### src/hw/cpc_perm_map.svh
// constants of the capability permission codec: format sizes, codes, reset values
`ifndef CPC_PERM_MAP_SVH
`define CPC_PERM_MAP_SVH

// ----------------------------------------------------------------------------
// capability format sizes
// ----------------------------------------------------------------------------
`define CPC_MANTISSA_WIDTH      10
`define CPC_EXPONENT_WIDTH      5
`define CPC_MAX_EXP             5'h18
`define CPC_MAX_EXP_WIDE        6'h34
`define CPC_LEN_MSB_PRESENT     1'h1
`define CPC_MODE_IN_FIELD       1'h1
`define CPC_SDP_WIDTH           2
`define CPC_FIELD_WIDTH         5
`define CPC_REPR_SHIFT          2

// ----------------------------------------------------------------------------
// field positions and quadrants
// ----------------------------------------------------------------------------
`define CPC_QUAD_HI             4
`define CPC_QUAD_LO             3
`define CPC_QUAD_DATA           2'h0
`define CPC_QUAD_EXEC           2'h1
`define CPC_QUAD_RCAP           2'h2
`define CPC_QUAD_CAP            2'h3

// ----------------------------------------------------------------------------
// permission field codes
// ----------------------------------------------------------------------------
`define CPC_CODE_NONE           5'h00
`define CPC_CODE_RO             5'h01
`define CPC_CODE_WO             5'h04
`define CPC_CODE_RW             5'h05
`define CPC_CODE_X_ALL          5'h08
`define CPC_CODE_X_RO           5'h0A
`define CPC_CODE_X_RW_CAP       5'h0C
`define CPC_CODE_X_RW           5'h0E
`define CPC_CODE_CAP_RO_NOLM    5'h13
`define CPC_CODE_CAP_RO         5'h1B
`define CPC_CODE_CAP_RW         5'h1F
`define CPC_FULL_CODE           5'h08
`define CPC_FULL_CODE_HYBRID    5'h09

// ----------------------------------------------------------------------------
// reset values of the registered outputs
// ----------------------------------------------------------------------------
`define CPC_RST_FIELD           5'h00
`define CPC_RST_ADDR            32'h0000_0000

`endif

### src/hw/cpc_pkg.sv
// types shared by the capability permission codec
`default_nettype none

package cpc_pkg;

    // ------------------------------------------------------------------------
    // decoded architectural permissions
    // ------------------------------------------------------------------------
    typedef struct packed {
        logic r;
        logic w;
        logic c;
        logic lm;
        logic x;
        logic system_register_access_perm;
    } cpc_perm_t;

    // ------------------------------------------------------------------------
    // special capability selector
    // ------------------------------------------------------------------------
    typedef enum logic {
        CPC_SPC_NULL,
        CPC_SPC_INFINITE
    } cpc_spc_t;

    // ------------------------------------------------------------------------
    // registered state of the top
    // ------------------------------------------------------------------------
    typedef struct packed {
        cpc_perm_t   read_perms;
        logic        read_mode;
        logic        code_ok;
        logic        fmt_ok;
        logic [4:0]  restr_field;
        logic [4:0]  modew_field;
        logic        spc_tag;
        logic [1:0]  spc_sdp;
        logic [4:0]  spc_field;
        logic        spc_ext_perm;
        logic [31:0] spc_addr;
    } cpc_state_t;

endpackage

`default_nettype wire

### src/hw/cpc_perm_decode.sv
// decoder of the compressed permission and mode field
`include "cpc_perm_map.svh"
`default_nettype none

module cpc_perm_decode #(
    parameter bit HYBRID = 1'b0
) (
    // field in
    input  wire logic [4:0]        i_arch_permission_field,
    // decoded out
    output cpc_pkg::cpc_perm_t     o_perms,
    output logic                   o_mode,
    output logic                   o_code_ok
);

    logic [1:0]         quad;
    logic [2:0]         low;
    cpc_pkg::cpc_perm_t p;
    logic               m;
    logic               ok;

    always_comb begin
        quad = i_arch_permission_field[`CPC_QUAD_HI:`CPC_QUAD_LO];
        low  = i_arch_permission_field[2:0];
        p    = '0;
        m    = 1'b0;
        ok   = 1'b0;
        case (quad)
            `CPC_QUAD_DATA: begin
                ok = (low == 3'h0) || (low == 3'h1) || (low == 3'h4) || (low == 3'h5);
                p.r = low[0];
                p.w = low[2];
            end
            `CPC_QUAD_EXEC: begin
                p.x = 1'b1;
                p.r = 1'b1;
                p.w = (low[2:1] != 2'h1);
                p.c = (low[2:1] != 2'h3);
                p.lm = (low[2:1] != 2'h3);
                p.system_register_access_perm = (low[2:1] == 2'h0);
                m = low[0];
                // an address-mode code without the hybrid mode is a reserved code
                ok = HYBRID || !low[0];
            end
            `CPC_QUAD_RCAP: begin
                ok = (low == 3'h3);
                p.r = 1'b1;
                p.c = 1'b1;
            end
            `CPC_QUAD_CAP: begin
                ok = (low == 3'h3) || (low == 3'h7);
                p.r = 1'b1;
                p.c = 1'b1;
                p.lm = 1'b1;
                p.w = low[2];
            end
            default: begin
                ok = 1'b0;
            end
        endcase
        if (!ok) begin
            p = '0;
            m = 1'b0;
        end
        o_perms   = p;
        o_mode    = m & HYBRID;
        o_code_ok = ok;
    end

endmodule

`default_nettype wire

### src/hw/cpc_perm_restrict.sv
// ordered permission restriction and re-encoding into the compressed field
`include "cpc_perm_map.svh"
`default_nettype none

module cpc_perm_restrict #(
    parameter bit HYBRID = 1'b0
) (
    // current and requested
    input  wire cpc_pkg::cpc_perm_t i_cur_perms,
    input  wire cpc_pkg::cpc_perm_t i_keep_mask,
    input  wire logic               i_mode,
    // encoded result
    output logic [4:0]              o_field
);

    cpc_pkg::cpc_perm_t p;
    logic               m;
    logic [4:0]         f;

    always_comb begin
        // rules run once and in this order instead of iterating to a fixed point
        p = i_cur_perms & i_keep_mask;
        if (!p.r) p.c = 1'b0;
        if (!p.r) p.x = 1'b0;
        if (!(!p.c || p.lm)) p.w = 1'b0;
        if (!(p.w || p.c)) p.x = 1'b0;
        if (!p.c) p.lm = 1'b0;
        if (!((p.c && p.lm) || !(p.c || p.lm))) p.x = 1'b0;
        if (!(p.w && p.c && p.x)) p.system_register_access_perm = 1'b0;
        m = i_mode & p.x & HYBRID;
        // every combination left by the rules has a code, so no reserved code leaves here
        f = `CPC_CODE_NONE;
        if (p.x) begin
            if (p.system_register_access_perm) f = `CPC_CODE_X_ALL;
            else if (!p.w) f = `CPC_CODE_X_RO;
            else if (p.c) f = `CPC_CODE_X_RW_CAP;
            else f = `CPC_CODE_X_RW;
            f[0] = m;
        end else if (p.c) begin
            if (!p.lm) f = `CPC_CODE_CAP_RO_NOLM;
            else if (p.w) f = `CPC_CODE_CAP_RW;
            else f = `CPC_CODE_CAP_RO;
        end else begin
            case ({p.w, p.r})
                2'h1:    f = `CPC_CODE_RO;
                2'h2:    f = `CPC_CODE_WO;
                2'h3:    f = `CPC_CODE_RW;
                default: f = `CPC_CODE_NONE;
            endcase
        end
        o_field = f;
    end

endmodule

`default_nettype wire

### src/hw/cpc_perm_codec.sv
// capability permission codec: field decode, restriction, mode write, special values
//
// How it works
// - NULL capability has every field zero.
// - Infinite: tag, all-ones software bits, full code.
// - extension permissions absent in NULL, present Infinite.
// - valid capability needs all reserved bits zero.
// - no hybrid mode: mode bit reads zero.
// - no levels: extra codes reserved, global flag zero.
// - mantissa 10, exponent field 5, max 24.
// - length msb present, mode inside permission field.
// - full code 0x8, or 0x9 with hybrid.
// - bits 4:3 pick quadrant, 2:0 meaning.
// - executable quadrant bit 0 is mode bit.
// - quadrant 0: none, read, write, read-write.
// - quadrant 1: four executable permission sets.
// - quadrant 2: only 3, read plus capability.
// - quadrant 3: 3 read-only, 7 adds write.
// - reserved code reads as no permissions.
// - restriction never produces a reserved code.
// - mode write leaves granted permissions unchanged.
// - restriction uses ordered once-through procedure.
// - first five ordered restriction checks.
// - last three ordered checks, mode needs execute.
// - a quarter of size stays representable.
`include "cpc_perm_map.svh"
`default_nettype none

module cpc_perm_codec #(
    parameter bit          HYBRID       = 1'b0,
    parameter int unsigned RESV_WIDTH   = 1,
    parameter int unsigned MANT_WIDTH   = `CPC_MANTISSA_WIDTH,
    parameter int unsigned EXP_WIDTH    = `CPC_EXPONENT_WIDTH
) (
    // clock, reset, enable
    input  wire logic                       i_clk_sys,
    input  wire logic                       i_rstn,
    input  wire logic                       i_ce,
    // capability under inspection
    input  wire logic [4:0]                 i_arch_permission_field,
    input  wire logic                       i_tag,
    input  wire logic                       i_unbounded_lifetime_flag,
    input  wire logic [RESV_WIDTH-1:0]      i_reserved_bits,
    // restrict and mode write requests
    input  wire cpc_pkg::cpc_perm_t         i_keep_mask,
    input  wire logic                       i_new_mode,
    // special capability request
    input  wire cpc_pkg::cpc_spc_t          i_spc_sel,
    input  wire logic [31:0]                i_spc_addr,
    // read permissions result
    output cpc_pkg::cpc_perm_t              o_read_perms,
    output logic                            o_read_mode,
    output logic                            o_code_ok,
    output logic                            o_fmt_ok,
    // restrict and mode write results
    output logic [4:0]                      o_restr_field,
    output logic [4:0]                      o_modew_field,
    // special capability fields
    output logic                            o_spc_tag,
    output logic [`CPC_SDP_WIDTH-1:0]       o_spc_sdp,
    output logic [4:0]                      o_spc_field,
    output logic                            o_spc_seal_type_bit,
    output logic                            o_spc_exponent_format_flag,
    output logic                            o_spc_length_msb_bit,
    output logic [MANT_WIDTH-1:0]           o_spc_top,
    output logic [MANT_WIDTH-1:0]           o_spc_base,
    output logic                            o_spc_ext_perm,
    output logic [31:0]                     o_spc_addr,
    // fixed format properties
    output logic [EXP_WIDTH-1:0]            o_max_exponent,
    output logic                            o_length_msb_bit_present,
    output logic                            o_mode_bit_in_permission_field,
    output logic [3:0]                      o_repr_margin_shift
);

    // ------------------------------------------------------------------------
    // reset release
    // ------------------------------------------------------------------------
    logic [1:0] rst_pipe_q;
    logic       rstn_sync;

    always_ff @(posedge i_clk_sys or negedge i_rstn) begin
        if (!i_rstn) begin
            rst_pipe_q <= 2'h0;
        end else begin
            rst_pipe_q <= {rst_pipe_q[0], 1'b1};
        end
    end

    assign rstn_sync = rst_pipe_q[1];

    // ------------------------------------------------------------------------
    // combinational datapath
    // ------------------------------------------------------------------------
    cpc_pkg::cpc_perm_t dec_perms;
    logic               dec_mode;
    logic               dec_ok;
    logic [4:0]         restr_field;
    logic [4:0]         modew_field;

    // all three paths settle within the cycle, the flops below only hold results
    cpc_perm_decode #(
        .HYBRID                  (HYBRID)
    ) u_decode (
        .i_arch_permission_field (i_arch_permission_field),
        .o_perms                 (dec_perms),
        .o_mode                  (dec_mode),
        .o_code_ok               (dec_ok)
    );

    cpc_perm_restrict #(
        .HYBRID      (HYBRID)
    ) u_restrict (
        .i_cur_perms (dec_perms),
        .i_keep_mask (i_keep_mask),
        .i_mode      (dec_mode),
        .o_field     (restr_field)
    );

    // mode write reuses the encoder with nothing removed, so only the mode moves
    cpc_perm_restrict #(
        .HYBRID      (HYBRID)
    ) u_mode_write (
        .i_cur_perms (dec_perms),
        .i_keep_mask ('1),
        .i_mode      (i_new_mode),
        .o_field     (modew_field)
    );

    // ------------------------------------------------------------------------
    // state update
    // ------------------------------------------------------------------------
    cpc_pkg::cpc_state_t state_q;
    cpc_pkg::cpc_state_t state_d;
    logic                is_inf;

    always_comb begin
        state_d = state_q;
        is_inf  = (i_spc_sel == cpc_pkg::CPC_SPC_INFINITE);
        if (i_ce) begin
            state_d.read_perms  = dec_perms;
            state_d.read_mode   = dec_mode;
            state_d.code_ok     = dec_ok;
            // global flag stays reserved since the levels extension is not built
            state_d.fmt_ok      = dec_ok && !(|i_reserved_bits)
                                  && !i_unbounded_lifetime_flag;
            state_d.restr_field = restr_field;
            state_d.modew_field = modew_field;
            state_d.spc_tag     = is_inf;
            state_d.spc_sdp     = is_inf ? '1 : '0;
            state_d.spc_field   = !is_inf ? `CPC_CODE_NONE :
                                  HYBRID ? `CPC_FULL_CODE_HYBRID : `CPC_FULL_CODE;
            state_d.spc_ext_perm = is_inf;
            // any address is legal for the infinite value; the null value is all zero
            state_d.spc_addr    = is_inf ? i_spc_addr : `CPC_RST_ADDR;
        end
    end

    always_ff @(posedge i_clk_sys or negedge rstn_sync) begin
        if (!rstn_sync) begin
            state_q             <= '0;
            state_q.restr_field <= `CPC_RST_FIELD;
            state_q.modew_field <= `CPC_RST_FIELD;
            state_q.spc_field   <= `CPC_RST_FIELD;
            state_q.spc_addr    <= `CPC_RST_ADDR;
        end else begin
            state_q <= state_d;
        end
    end

    // ------------------------------------------------------------------------
    // outputs
    // ------------------------------------------------------------------------
    assign o_read_perms   = state_q.read_perms;
    assign o_read_mode    = state_q.read_mode;
    assign o_code_ok      = state_q.code_ok;
    assign o_fmt_ok       = state_q.fmt_ok;
    assign o_restr_field  = state_q.restr_field;
    assign o_modew_field  = state_q.modew_field;
    assign o_spc_tag      = state_q.spc_tag;
    assign o_spc_sdp      = state_q.spc_sdp;
    assign o_spc_field    = state_q.spc_field;
    assign o_spc_ext_perm = state_q.spc_ext_perm;
    assign o_spc_addr     = state_q.spc_addr;

    // unsealed, internal exponent, zero bounds for both special values
    assign o_spc_seal_type_bit        = 1'b0;
    assign o_spc_exponent_format_flag = 1'b0;
    assign o_spc_length_msb_bit       = 1'b0;
    assign o_spc_top                  = '0;
    assign o_spc_base                 = '0;

    assign o_max_exponent                  = EXP_WIDTH'(`CPC_MAX_EXP);
    assign o_length_msb_bit_present        = `CPC_LEN_MSB_PRESENT;
    assign o_mode_bit_in_permission_field  = `CPC_MODE_IN_FIELD;
    // margin below base and above top is size shifted right by this
    assign o_repr_margin_shift             = 4'(`CPC_REPR_SHIFT);

endmodule

`default_nettype wire

### config.mk
export PLATFORM = sky130hd
export DESIGN_NAME = cpc_perm_codec
export DESIGN_NICKNAME = d
export VERILOG_FILES = /design/src/hw/cpc_pkg.sv /design/src/hw/cpc_perm_decode.sv /design/src/hw/cpc_perm_restrict.sv /design/src/hw/cpc_perm_codec.sv
export VERILOG_INCLUDE_DIRS = /design/src /design/src/hw
export SDC_FILE = /design/constraint.sdc
export NUM_CORES = 1
export LEC_CHECK = 0
export CAP_MARGIN = 20
export CORE_UTILIZATION = 50
export DETAILED_ROUTE_END_ITERATION = 10
export DONT_BUFFER_PORTS = 1
export MAX_ROUTING_LAYER = met4
export PLACE_DENSITY = 0.74
export SKIP_LAST_GASP = 1
export SYNTH_ARGS = -nofsm -noshare
export SYNTH_HDL_FRONTEND = slang
export SYNTH_HIERARCHICAL = 1
export SYNTH_SLANG_ARGS = --single-unit
### constraint.sdc
create_clock -name i_clk_sys -period 2.05 [get_ports i_clk_sys]
set_input_delay 0.41 -clock i_clk_sys [delete_from_list [all_inputs] [get_ports i_clk_sys]]
set_output_delay 0.41 -clock i_clk_sys [all_outputs]
set_load 0.02 [all_outputs]
==> impl_metrics.py, run 1 <==
metrics = {
    "status": {
        "status": "complete, but fails checks",
        "violations": "negative setup slack",
    },
    "hold_path": {
        "whs_path_depth": 1,
        "hp-class": "in -> reg",
        "hold_end": "o_spc_addr[16]$_DFFE_PN0P_",
        "hp-start": "i_ce",
    },
    "finish": {
        "fin_nets": 366,
        "final_core_util_pct": 56.96,
        "n_fill_cell": 485,
        "fin_area_mm2": 0.003137,
        "drive_gt1_share_pct": 25.32,
        "final_cell_mix": "53 x dfrtp_1, 49 x conb_1, 35 x inv_1",
        "layout_commonest_cell": "dfrtp_1",
        "diodes": 0,
        "area_delta_synth_final_pct": 10.34,
    },
    "routing": {
        "drtIter0Drc": 65,
        "ant_nets": 0,
        "wl_um": 5277,
        "firstDrtPassIters": 6,
        "met2_length_um": 2722,
        "via_per_inst": 4.776,
        "dr.max_layer_used": "met4",
        "remaining_drc_errors": 0,
        "wl_met1_um": 2122,
        "via_count": 1834,
        "wire_per_inst_um": 13.74,
        "met3WireLength_um": 366,
    },
    "timing": {
        "fin_ws_ns": -0.01488,
        "finalHoldViolCount": 0,
        "min_period_ns": 2.065,
        "finalSetupTns_ns": -0.03551,
        "max_freq_mhz": 484.3,
        "rsz0062_at_grt": "true",
        "clock_skew_ns": 0.004635,
        "slew_headroom_pct": 38.66,
        "slew_violations": 0,
        "layout_worst_path_cycle_share_pct": 100.7,
        "worst_pin_slew_ns": 0.9200,
        "setup_viol": 4,
    },
    "grt": {
        "grt_pass1_wl_um": 8155,
        "grt_pass1_vias": 1740,
        "grt_max_degree": 85,
        "grt_remaining_overflow": 0,
        "antenna_found_initial": 0,
        "grt_util_all_layers_pct": 17.82,
    },
    "die": {
        "die_x_um": 77.40,
        "row_count": 27,
        "die_h_um": 77.40,
        "core_area_mm2": 0.005507,
        "dieArea_mm2": 0.005991,
        "initial_core_util_pct": 51.62,
        "num_io_pins": 145,
    },
    "critical_path": {
        "rr_worst_depth": 1,
        "path_class": "in -> reg",
        "critical-path-slowest-cell": "a221oi_4",
        "cpPeakStageDelay_ns": 0.33,
        "worstPathArrival_ns": 2.25,
        "r2r_end": "o_spc_sdp[0]$_DFFE_PN0P_",
        "path_max_fanout": 4,
        "worstPathRequired_ns": 2.24,
        "rr_startpoint": "o_spc_sdp[0]$_DFFE_PN0P_",
        "crit_chain": "inv_12 > ha_4 > and2b_1 > o211ai_1 > buf_4 > buf_6 > a221oi_4 > nand2_2 > mux2i_1 > a21oi_1 > mux2_4",
        "end_kind": "register",
        "worst_setup_path_start_kind": "primary input",
        "r2r_slack_ns": 0.74,
    },
    "power_and_ir_drop": {
        "leakage_uw": 0.001556,
        "power.density_mw_per_mm2": 677.4,
        "design_power_total_uw": 2125,
        "peakVddDrop_mv": 0.4750,
    },
    "placed_design": {
        "routabilityCongestion": 0.8724,
        "place_area_mm2": 0.002924,
        "hpwlAfterDp_um": 3761,
        "post-place-ws_ns": -0.3884,
        "port_buffers": 0,
    },
    "cts": {
        "clkSlewWorstSetupHoldPaths_ns": 0.10,
        "tritoncts": "built",
        "clkLatencyLatePin_ns": 0.29,
        "h-tree-depth": 2,
        "cts.path.max_buffers": 2,
        "clockRootBuffer": "clkbuf_8",
        "cts.sinks": 54,
        "cts_buffers": 5,
    },
    "synthesis": {
        "synth.ff_latch_count": 54,
        "synth_cells": 285,
        "yosysSeqAreaShare_pct": 47.54,
        "yosys_warnings": 6,
        "syn_avg_cell_area_um2": 9.974,
        "syn-cell-area_mm2": 0.002843,
        "synth_cell_types": 31,
    },
    "flow_run": {
        "drv_cap": 0,
    },
}
flip-flops by register name, indices dropped and copies added, names as in the netlist:
| signal | count |
|---|---|
| o_spc_addr | 32 |
| o_fmt_ok | 1 |
| o_code_ok | 1 |
| o_read_mode | 1 |
| o_read_perms | 6 |
| o_spc_sdp | 1 |
| rst_pipe_q | 2 |
| o_restr_field | 5 |
| o_modew_field | 5 |
layout make-up:
class	instances	area [µm²]	area share, %
tap	72	90.09	2.872
clock buffer	5	68.82	2.194
sequential	54	1353	43.12
timing repair buffer	29	236.5	7.539
inverter	37	163.9	5.225
multi-input combinational	184	1204	38.37
clock inverter	3	21.27	0.6781
power breakdown:
part | switching [µW] | internal [µW] | leakage, µW
clock | 334 | 240 | 0.0000441
combinational | 152 | 106 | 0.000804
sequential | 158 | 1140 | 0.000708
total | 643 | 1480 | 0.00156
cells by family after synthesis:
logic type | share of synthesized area, %
AO/OA/AOI/OAI | 11.22
adder cells (fa/ha/maj) | 1.761
buffers and inverters | 19.06
flip-flops | 47.54
multiplexers | 9.331
other | 0.3961
AND/OR/NAND/NOR | 10.70
stage by stage:
stage | hold slack [ns] | cells
3_5_place_dp | 0.1145 | 365
2_1_floorplan | 0.1144 | 331
4_1_cts | 0.1789 | 377
3_3_place_gp | 0.1145 | 365
5_1_grt | 0.1692 | 384
6_report | 0.1972 | 384
worst max-delay path: cells and delay by family:
family                     cells  cell delay [ns]
AOI/OAI and AO/OA              3             0.59
muxes                          2             0.40
and+or+nand+nor                2             0.36
buffers and inverters          3             0.33
adders and majority gates      1             0.15
worst max-delay path by stage:
stage | startpoint | to | cells past startpoint
after floorplan | i_arch_permission_field[3] | o_restr_field[3]$_DFFE_PN0P_ | 9
after global placement | i_arch_permission_field[3] | o_restr_field[2]$_DFFE_PN0P_ | 9
after detailed placement | i_arch_permission_field[3] | o_modew_field[2]$_DFFE_PN0P_ | 9
after CTS | i_arch_permission_field[3] | o_restr_field[0]$_DFFE_PN0P_ | 9
after global routing | i_arch_permission_field[4] | o_restr_field[0]$_DFFE_PN0P_ | 10
final | i_arch_permission_field[4] | o_restr_field[0]$_DFFE_PN0P_ | 11
synth_stat cells:
cell | instances | share of area (%)
clkbuf_2 | 1 | 0.18
a21o_1 | 1 | 0.26
mux2_2 | 20 | 7.9
conb_1 | 3 | 0.40
o21ai_0 | 23 | 4.0
nand2_1 | 10 | 1.3
a21boi_4 | 1 | 0.66
ha_1 | 4 | 1.8
and2b_1 | 2 | 0.53
buf_4 | 49 | 13
and4_4 | 2 | 0.79
nor2b_4 | 2 | 0.97
a21o_2 | 2 | 0.62
a21boi_0 | 1 | 0.26
nor2_1 | 2 | 0.26
inv_1 | 37 | 4.9
o211ai_1 | 2 | 0.53
nor3_1 | 1 | 0.18
buf_2 | 6 | 1.1
a221oi_2 | 1 | 0.53
mux2i_1 | 4 | 1.4
a31oi_1 | 4 | 0.88
o21ba_2 | 2 | 0.70
nand3_1 | 32 | 5.6
or3b_1 | 1 | 0.31
o21ai_1 | 10 | 1.8
nor3b_1 | 1 | 0.26
a21oi_1 | 4 | 0.70
dfrtp_1 | 54 | 48
a22oi_1 | 1 | 0.26
nand4_1 | 2 | 0.44
metal layers:
| layer | global-route usage (%) | vias to the layer above |
|---|---|---|
| met2 | 29.20 | 87 |
| li1 | - | 896 |
| met3 | 4.588 | 6 |
| met1 | 21.47 | 845 |
| met5 | - | - |
| met4 | 5.849 | 0 |
repair_timing:
| action | 4_1_cts | 5_1_grt |
|---|---|---|
| pin swaps | 3 | 8 |
| hold endpoints to repair | 2 | 0 |
| endpoints found under the setup margin | 7 | 9 |
| hold buffers | 1 | 0 |
| buffers inserted | 3 | 9 |
| gates resized for setup | 2 | 8 |
No activity file was read; power rests on OpenSTA's default activity.
==> run 2: changes to the inputs <==
--- a/config.mk
+++ b/config.mk
@@ -12,6 +12,7 @@
 export DONT_BUFFER_PORTS = 1
 export MAX_ROUTING_LAYER = met4
 export PLACE_DENSITY = 0.74
+export REMOVE_ABC_BUFFERS = 1
 export SKIP_LAST_GASP = 1
 export SYNTH_ARGS = -nofsm -noshare
 export SYNTH_HDL_FRONTEND = slang
==> run 2 against run 1 <==
Against the previous run:
- sequential share of layout area increased by 2.0 points
- the run still ends with negative setup slack left
- final area shrank 4.5%
- cell count shrank 3.1%
- sequential power barely moved
- critical path depth shrank 2
- first-iteration DRC count is 31% higher
- largest power group unchanged
- utilization shrank 2.5 points
- register-to-register slack gained 0.02 ns
- critical endpoint is now o_restr_field[3]$_DFFE_PN0P_
- hold slack got worse by 0.018 ns
- combinational power down 12%
==> impl_metrics.py, run 2 (synthesis gave the netlist of run 1 again) <==
metrics = {
    "routing": {
        "firstDrtPassIters": 4,
        "wire_per_inst_um": 14.03,
        "wl_um": 5218,
        "ant_nets": 0,
        "drtIter0Drc": 85,
        "via_per_inst": 5.032,
        "remaining_drc_errors": 0,
        "via_count": 1872,
    },
    "finish": {
        "largest_register_ffs": 32,
        "final_core_util_pct": 54.42,
        "final_cell_mix": "53 x dfrtp_1, 49 x conb_1, 36 x inv_1",
        "fin_nets": 354,
        "drive_gt1_share_pct": 20.33,
        "final_cells": 372,
        "n_fill_cell": 486,
        "multiInputGateArea_mm2": 0.001165,
        "regArea_mm2": 0.001353,
        "area_delta_synth_final_pct": 5.414,
        "diodes": 0,
        "layout_commonest_cell": "dfrtp_1",
    },
    "critical_path": {
        "critPathLaunch": "i_arch_permission_field[4]",
        "end_kind": "register",
        "crit_family": "simple AND/OR/NAND/NOR gates",
        "crit_cells": 9,
        "r2r_end": "o_spc_sdp[0]$_DFFE_PN0P_",
        "cpPeakStageDelay_ns": 0.41,
        "worstPathRequired_ns": 2.25,
        "worstPathArrival_ns": 2.26,
        "worst_setup_path_start_kind": "primary input",
        "critical-path-slowest-cell": "or3b_1",
        "r2r_slack_ns": 0.76,
        "rr_startpoint": "o_spc_sdp[0]$_DFFE_PN0P_",
        "crit_chain": "inv_2 > ha_1 > or3b_1 > a22oi_1 > nand4_1 > buf_6 > buf_4 > a21o_2 > mux2_2",
        "path_class": "in -> reg",
        "crit_end": "o_restr_field[3]$_DFFE_PN0P_",
        "path_max_fanout": 5,
        "rr_worst_depth": 1,
        "path_buf_inv": 3,
    },
    "die": {
        "initial_core_util_pct": 51.62,
        "row_count": 27,
        "die_x_um": 77.40,
        "num_io_pins": 145,
        "dieArea_mm2": 0.005991,
        "die_h_um": 77.40,
        "core_area_mm2": 0.005507,
    },
    "cts": {
        "cts.path.max_buffers": 2,
        "h-tree-depth": 2,
        "cts.sinks": 54,
        "clockRootBuffer": "clkbuf_8",
        "cts_buffers": 5,
        "clkLatencyLatePin_ns": 0.31,
        "clkSlewWorstSetupHoldPaths_ns": 0.11,
        "tritoncts": "built",
    },
    "timing": {
        "whs_ns": 0.1792,
        "clock_skew_ns": 0.006810,
        "finalSetupTns_ns": -0.01277,
        "slew_violations": 0,
        "min_period_ns": 2.063,
        "setup_viol": 1,
        "layout_worst_path_cycle_share_pct": 100.6,
        "slew_headroom_pct": 40.13,
        "finalHoldViolCount": 0,
        "rsz0062_at_grt": "true",
        "fin_ws_ns": -0.01277,
        "worst_pin_slew_ns": 0.8981,
        "max_freq_mhz": 484.8,
    },
    "placed_design": {
        "port_buffers": 0,
        "routabilityCongestion": 0.9189,
        "hpwlAfterDp_um": 3718,
        "place_inst": 358,
    },
    "grt": {
        "grt_max_degree": 85,
        "antenna_found_initial": 0,
        "grt_remaining_overflow": 0,
        "grt_util_all_layers_pct": 17.39,
        "grt_pass1_vias": 1662,
        "grt_pass1_wl_um": 7921,
    },
    "status": {
        "violations": "negative setup slack",
        "status": "complete, but fails checks",
    },
    "flow_run": {
        "drv_cap": 0,
    },
    "power_and_ir_drop": {
        "peakVddDrop_mv": 0.2994,
        "leakage_uw": 0.001494,
        "power.density_mw_per_mm2": 753.3,
    },
    "hold_path": {
        "hp-class": "in -> reg",
    },
}
run 2: worst min-delay path by stage:
stage	start	to	slack, ns	cells past startpoint
floorplan	i_rstn	rst_pipe_q[0]$_DFF_PN0_	0.11	0
global placement	i_rstn	rst_pipe_q[0]$_DFF_PN0_	0.11	0
detailed placement	i_rstn	rst_pipe_q[0]$_DFF_PN0_	0.11	0
CTS	i_ce	o_spc_addr[23]$_DFFE_PN0P_	0.17	1
global route	i_ce	o_spc_addr[23]$_DFFE_PN0P_	0.15	1
finish	i_ce	o_spc_addr[23]$_DFFE_PN0P_	0.18	1
run 2: routing by layer:
layer	track usage, %	vias to the layer above	share of wire (%)
li1	-	875	-
met1	20.29	861	39
met2	27.08	122	50
met3	5.647	14	9.1
met4	8.491	0	2.6
met5	-	-	0
run 2: power by group:
part | switching, µW | internal (µW)
combinational | 144 | 82.4
clock | 363 | 373
sequential | 160 | 1140
run 2: metrics by stage:
stage               area, µm²  power, µW  setup slack [ns]
floorplan                2613       1476           -0.3153
global placement         2786       1521           -0.3905
detailed placement       2786       1532           -0.4352
CTS                      2935       2281          -0.02171
global route             2997       2358          -0.06791
finish                   2997       2257          -0.01277
run 2: area by class of cell:
type                       count  area share (%)
sequential                    54           45.14
multi-input combinational    184           38.87
tap                           72           3.006
timing repair buffer          17           4.468
clock buffer                   5           2.296
clock inverter                 3           1.587
inverter                      37           4.635
run 2: what timing repair did:
item	4_1_cts	5_1_grt
hold endpoints to repair	2	0
pin swaps	2	12
setup buffers	1	4
gates resized for setup	2	10
setup endpoints to repair	9	10
hold buffers	1	0
==> run 3: changes to the inputs <==
--- a/config.mk
+++ b/config.mk
@@ -7,13 +7,16 @@
 export NUM_CORES = 1
 export LEC_CHECK = 0
 export CAP_MARGIN = 20
+export CORE_MARGIN = 1.5
 export CORE_UTILIZATION = 50
 export DETAILED_ROUTE_END_ITERATION = 10
 export DONT_BUFFER_PORTS = 1
 export MAX_ROUTING_LAYER = met4
 export PLACE_DENSITY = 0.74
+export RECOVER_POWER = 25
 export REMOVE_ABC_BUFFERS = 1
 export SKIP_LAST_GASP = 1
+export SLEW_MARGIN = 20
 export SYNTH_ARGS = -nofsm -noshare
 export SYNTH_HDL_FRONTEND = slang
 export SYNTH_HIERARCHICAL = 1
==> run 3 against run 2 <==
Against the previous run:
- the flow still finishes with violations (negative setup slack)
- clock power shrank 5.7%
- cell count is the same
- setup slack lost 0.091 ns
- first-iteration DRC count shrank 11%
- sequential cell count is the same
- clock-buffer cell count is the same
- register-to-register slack lost 0.02 ns
- critical path type unchanged
==> impl_metrics.py, run 3 (synthesis gave the netlist of run 1 again) <==
metrics = {
    "status": {
        "status": "complete, but fails checks",
        "violations": "negative setup slack",
    },
    "routing": {
        "drtIter0Drc": 76,
        "firstDrtPassIters": 4,
        "via_count": 1840,
        "ant_nets": 0,
        "via_per_inst": 4.946,
        "wire_per_inst_um": 14.32,
        "remaining_drc_errors": 0,
        "wl_um": 5326,
    },
    "timing": {
        "min_period_ns": 2.154,
        "worst_pin_slew_ns": 1.119,
        "setup_viol": 5,
        "finalSetupTns_ns": -0.2155,
        "rsz0062_at_grt": "true",
        "whs_ns": 0.2098,
        "finalHoldViolCount": 0,
        "slew_violations": 0,
        "max_freq_mhz": 464.3,
        "clock_skew_ns": 0.008750,
        "fin_ws_ns": -0.1038,
        "slew_headroom_pct": 25.37,
        "layout_worst_path_cycle_share_pct": 105.1,
    },
    "grt": {
        "grt_util_all_layers_pct": 17.00,
        "grt_pass1_wl_um": 8010,
        "grt_pass1_vias": 1724,
        "grt_remaining_overflow": 0,
        "grt_max_degree": 85,
        "antenna_found_initial": 0,
    },
    "critical_path": {
        "end_kind": "register",
        "path_class": "in -> reg",
        "path_max_fanout": 6,
        "worstPathRequired_ns": 2.24,
        "worstPathArrival_ns": 2.34,
        "worst_setup_path_start_kind": "primary input",
    },
    "finish": {
        "area_delta_synth_final_pct": 7.307,
        "drive_gt1_share_pct": 21.33,
        "n_fill_cell": 500,
        "largest_register_ffs": 32,
        "fin_nets": 355,
        "diodes": 0,
        "layout_commonest_cell": "dfrtp_1",
        "final_cell_mix": "54 x dfrtp_1, 49 x conb_1, 35 x inv_1",
    },
    "cts": {
        "tritoncts": "built",
        "cts.path.max_buffers": 2,
        "cts.sinks": 54,
        "cts_buffers": 5,
        "h-tree-depth": 2,
        "clockRootBuffer": "clkbuf_8",
        "clkLatencyLatePin_ns": 0.30,
        "clkSlewWorstSetupHoldPaths_ns": 0.09,
    },
    "die": {
        "initial_core_util_pct": 51.62,
        "dieArea_mm2": 0.006147,
        "num_io_pins": 145,
        "core_area_mm2": 0.005507,
        "row_count": 27,
        "die_x_um": 78.40,
        "die_h_um": 78.40,
    },
    "placed_design": {
        "routabilityCongestion": 0.9239,
        "hpwlAfterDp_um": 3732,
        "port_buffers": 0,
    },
    "power_and_ir_drop": {
        "leakage_uw": 0.001506,
        "power.density_mw_per_mm2": 732.4,
        "peakVddDrop_mv": 0.3218,
    },
    "flow_run": {
        "drv_cap": 0,
    },
    "hold_path": {
        "hp-class": "in -> reg",
    },
}
==> run 3: critical path: stages <==
cell	delay, ns
inv_12	0.02
ha_4	0.14
and2b_1	0.15
o211ai_1	0.37
o211ai_1	0.32
nand4_1	0.32
mux2i_1	0.25
a21oi_1	0.10
mux2_4	0.26
==> run 3: layer usage <==
metal  track usage [%]  routed length, µm
met4             7.500                116
met2             26.87               2579
met5                 -                  0
met3             4.535                396
met1             20.53               2233
==> run 3: cell type report <==
type | count | area (µm²) | share of cell area (%)
flip-flops and latches | 54 | 1351 | 44.30
multi-input cells | 184 | 1195 | 39.17
inverters | 37 | 156.4 | 5.127
repair buffers | 18 | 150.1 | 4.922
well taps | 72 | 90.09 | 2.953
clock buffers | 5 | 68.82 | 2.256
clock inverters | 2 | 38.79 | 1.272
==> run 3: stage by stage <==
step                instance area [µm²]  setup WS (ns)  power, µW  instances  util [%]
floorplan                          2613        -0.3153       1476        275         -
global placement                   2806        -0.3156       1528        359     50.97
detailed placement                 2806        -0.3928       1538        359     50.97
CTS                                2963      0.0002318       2251        370     53.81
global route                       3050        -0.1144       2336        372     55.40
finish                             3050        -0.1038       2234        372     55.40
==> run 3: timing repair <==
action	4_1_cts	5_1_grt
endpoints found under the hold margin	2	0
hold buffers	1	0
pin swaps	5	9
gates cloned	0	0
buffers inserted	3	2
setup endpoints to repair	8	9
gates resized for setup	4	20
==> run 3: report_power, final <==
part	switching, µW	internal, µW	total, µW
registers	163	1130	1300
clock network	334	360	694
logic	146	96.6	243
total	643	1590	2230
==> run 3: path summary, 6_finish.rpt <==
path / cells after the start / slack (ns) / to / startpoint
setup reg to reg: 1 / 0.74 / o_spc_sdp[0]$_DFFE_PN0P_ / o_spc_sdp[0]$_DFFE_PN0P_
max in group asynchronous: 1 / 0.89 / o_read_perms[1]$_DFFE_PN0P_ / rst_pipe_q[1]$_DFF_PN0_
setup / recovery: 9 / -0.10 / o_modew_field[0]$_DFFE_PN0P_ / i_arch_permission_field[3]
hold / removal: 1 / 0.21 / o_spc_addr[24]$_DFFE_PN0P_ / i_ce
min in group asynchronous: 1 / 0.33 / rst_pipe_q[0]$_DFF_PN0_ / i_rstn
hold reg to reg: 0 / 0.36 / rst_pipe_q[1]$_DFF_PN0_ / rst_pipe_q[0]$_DFF_PN0_
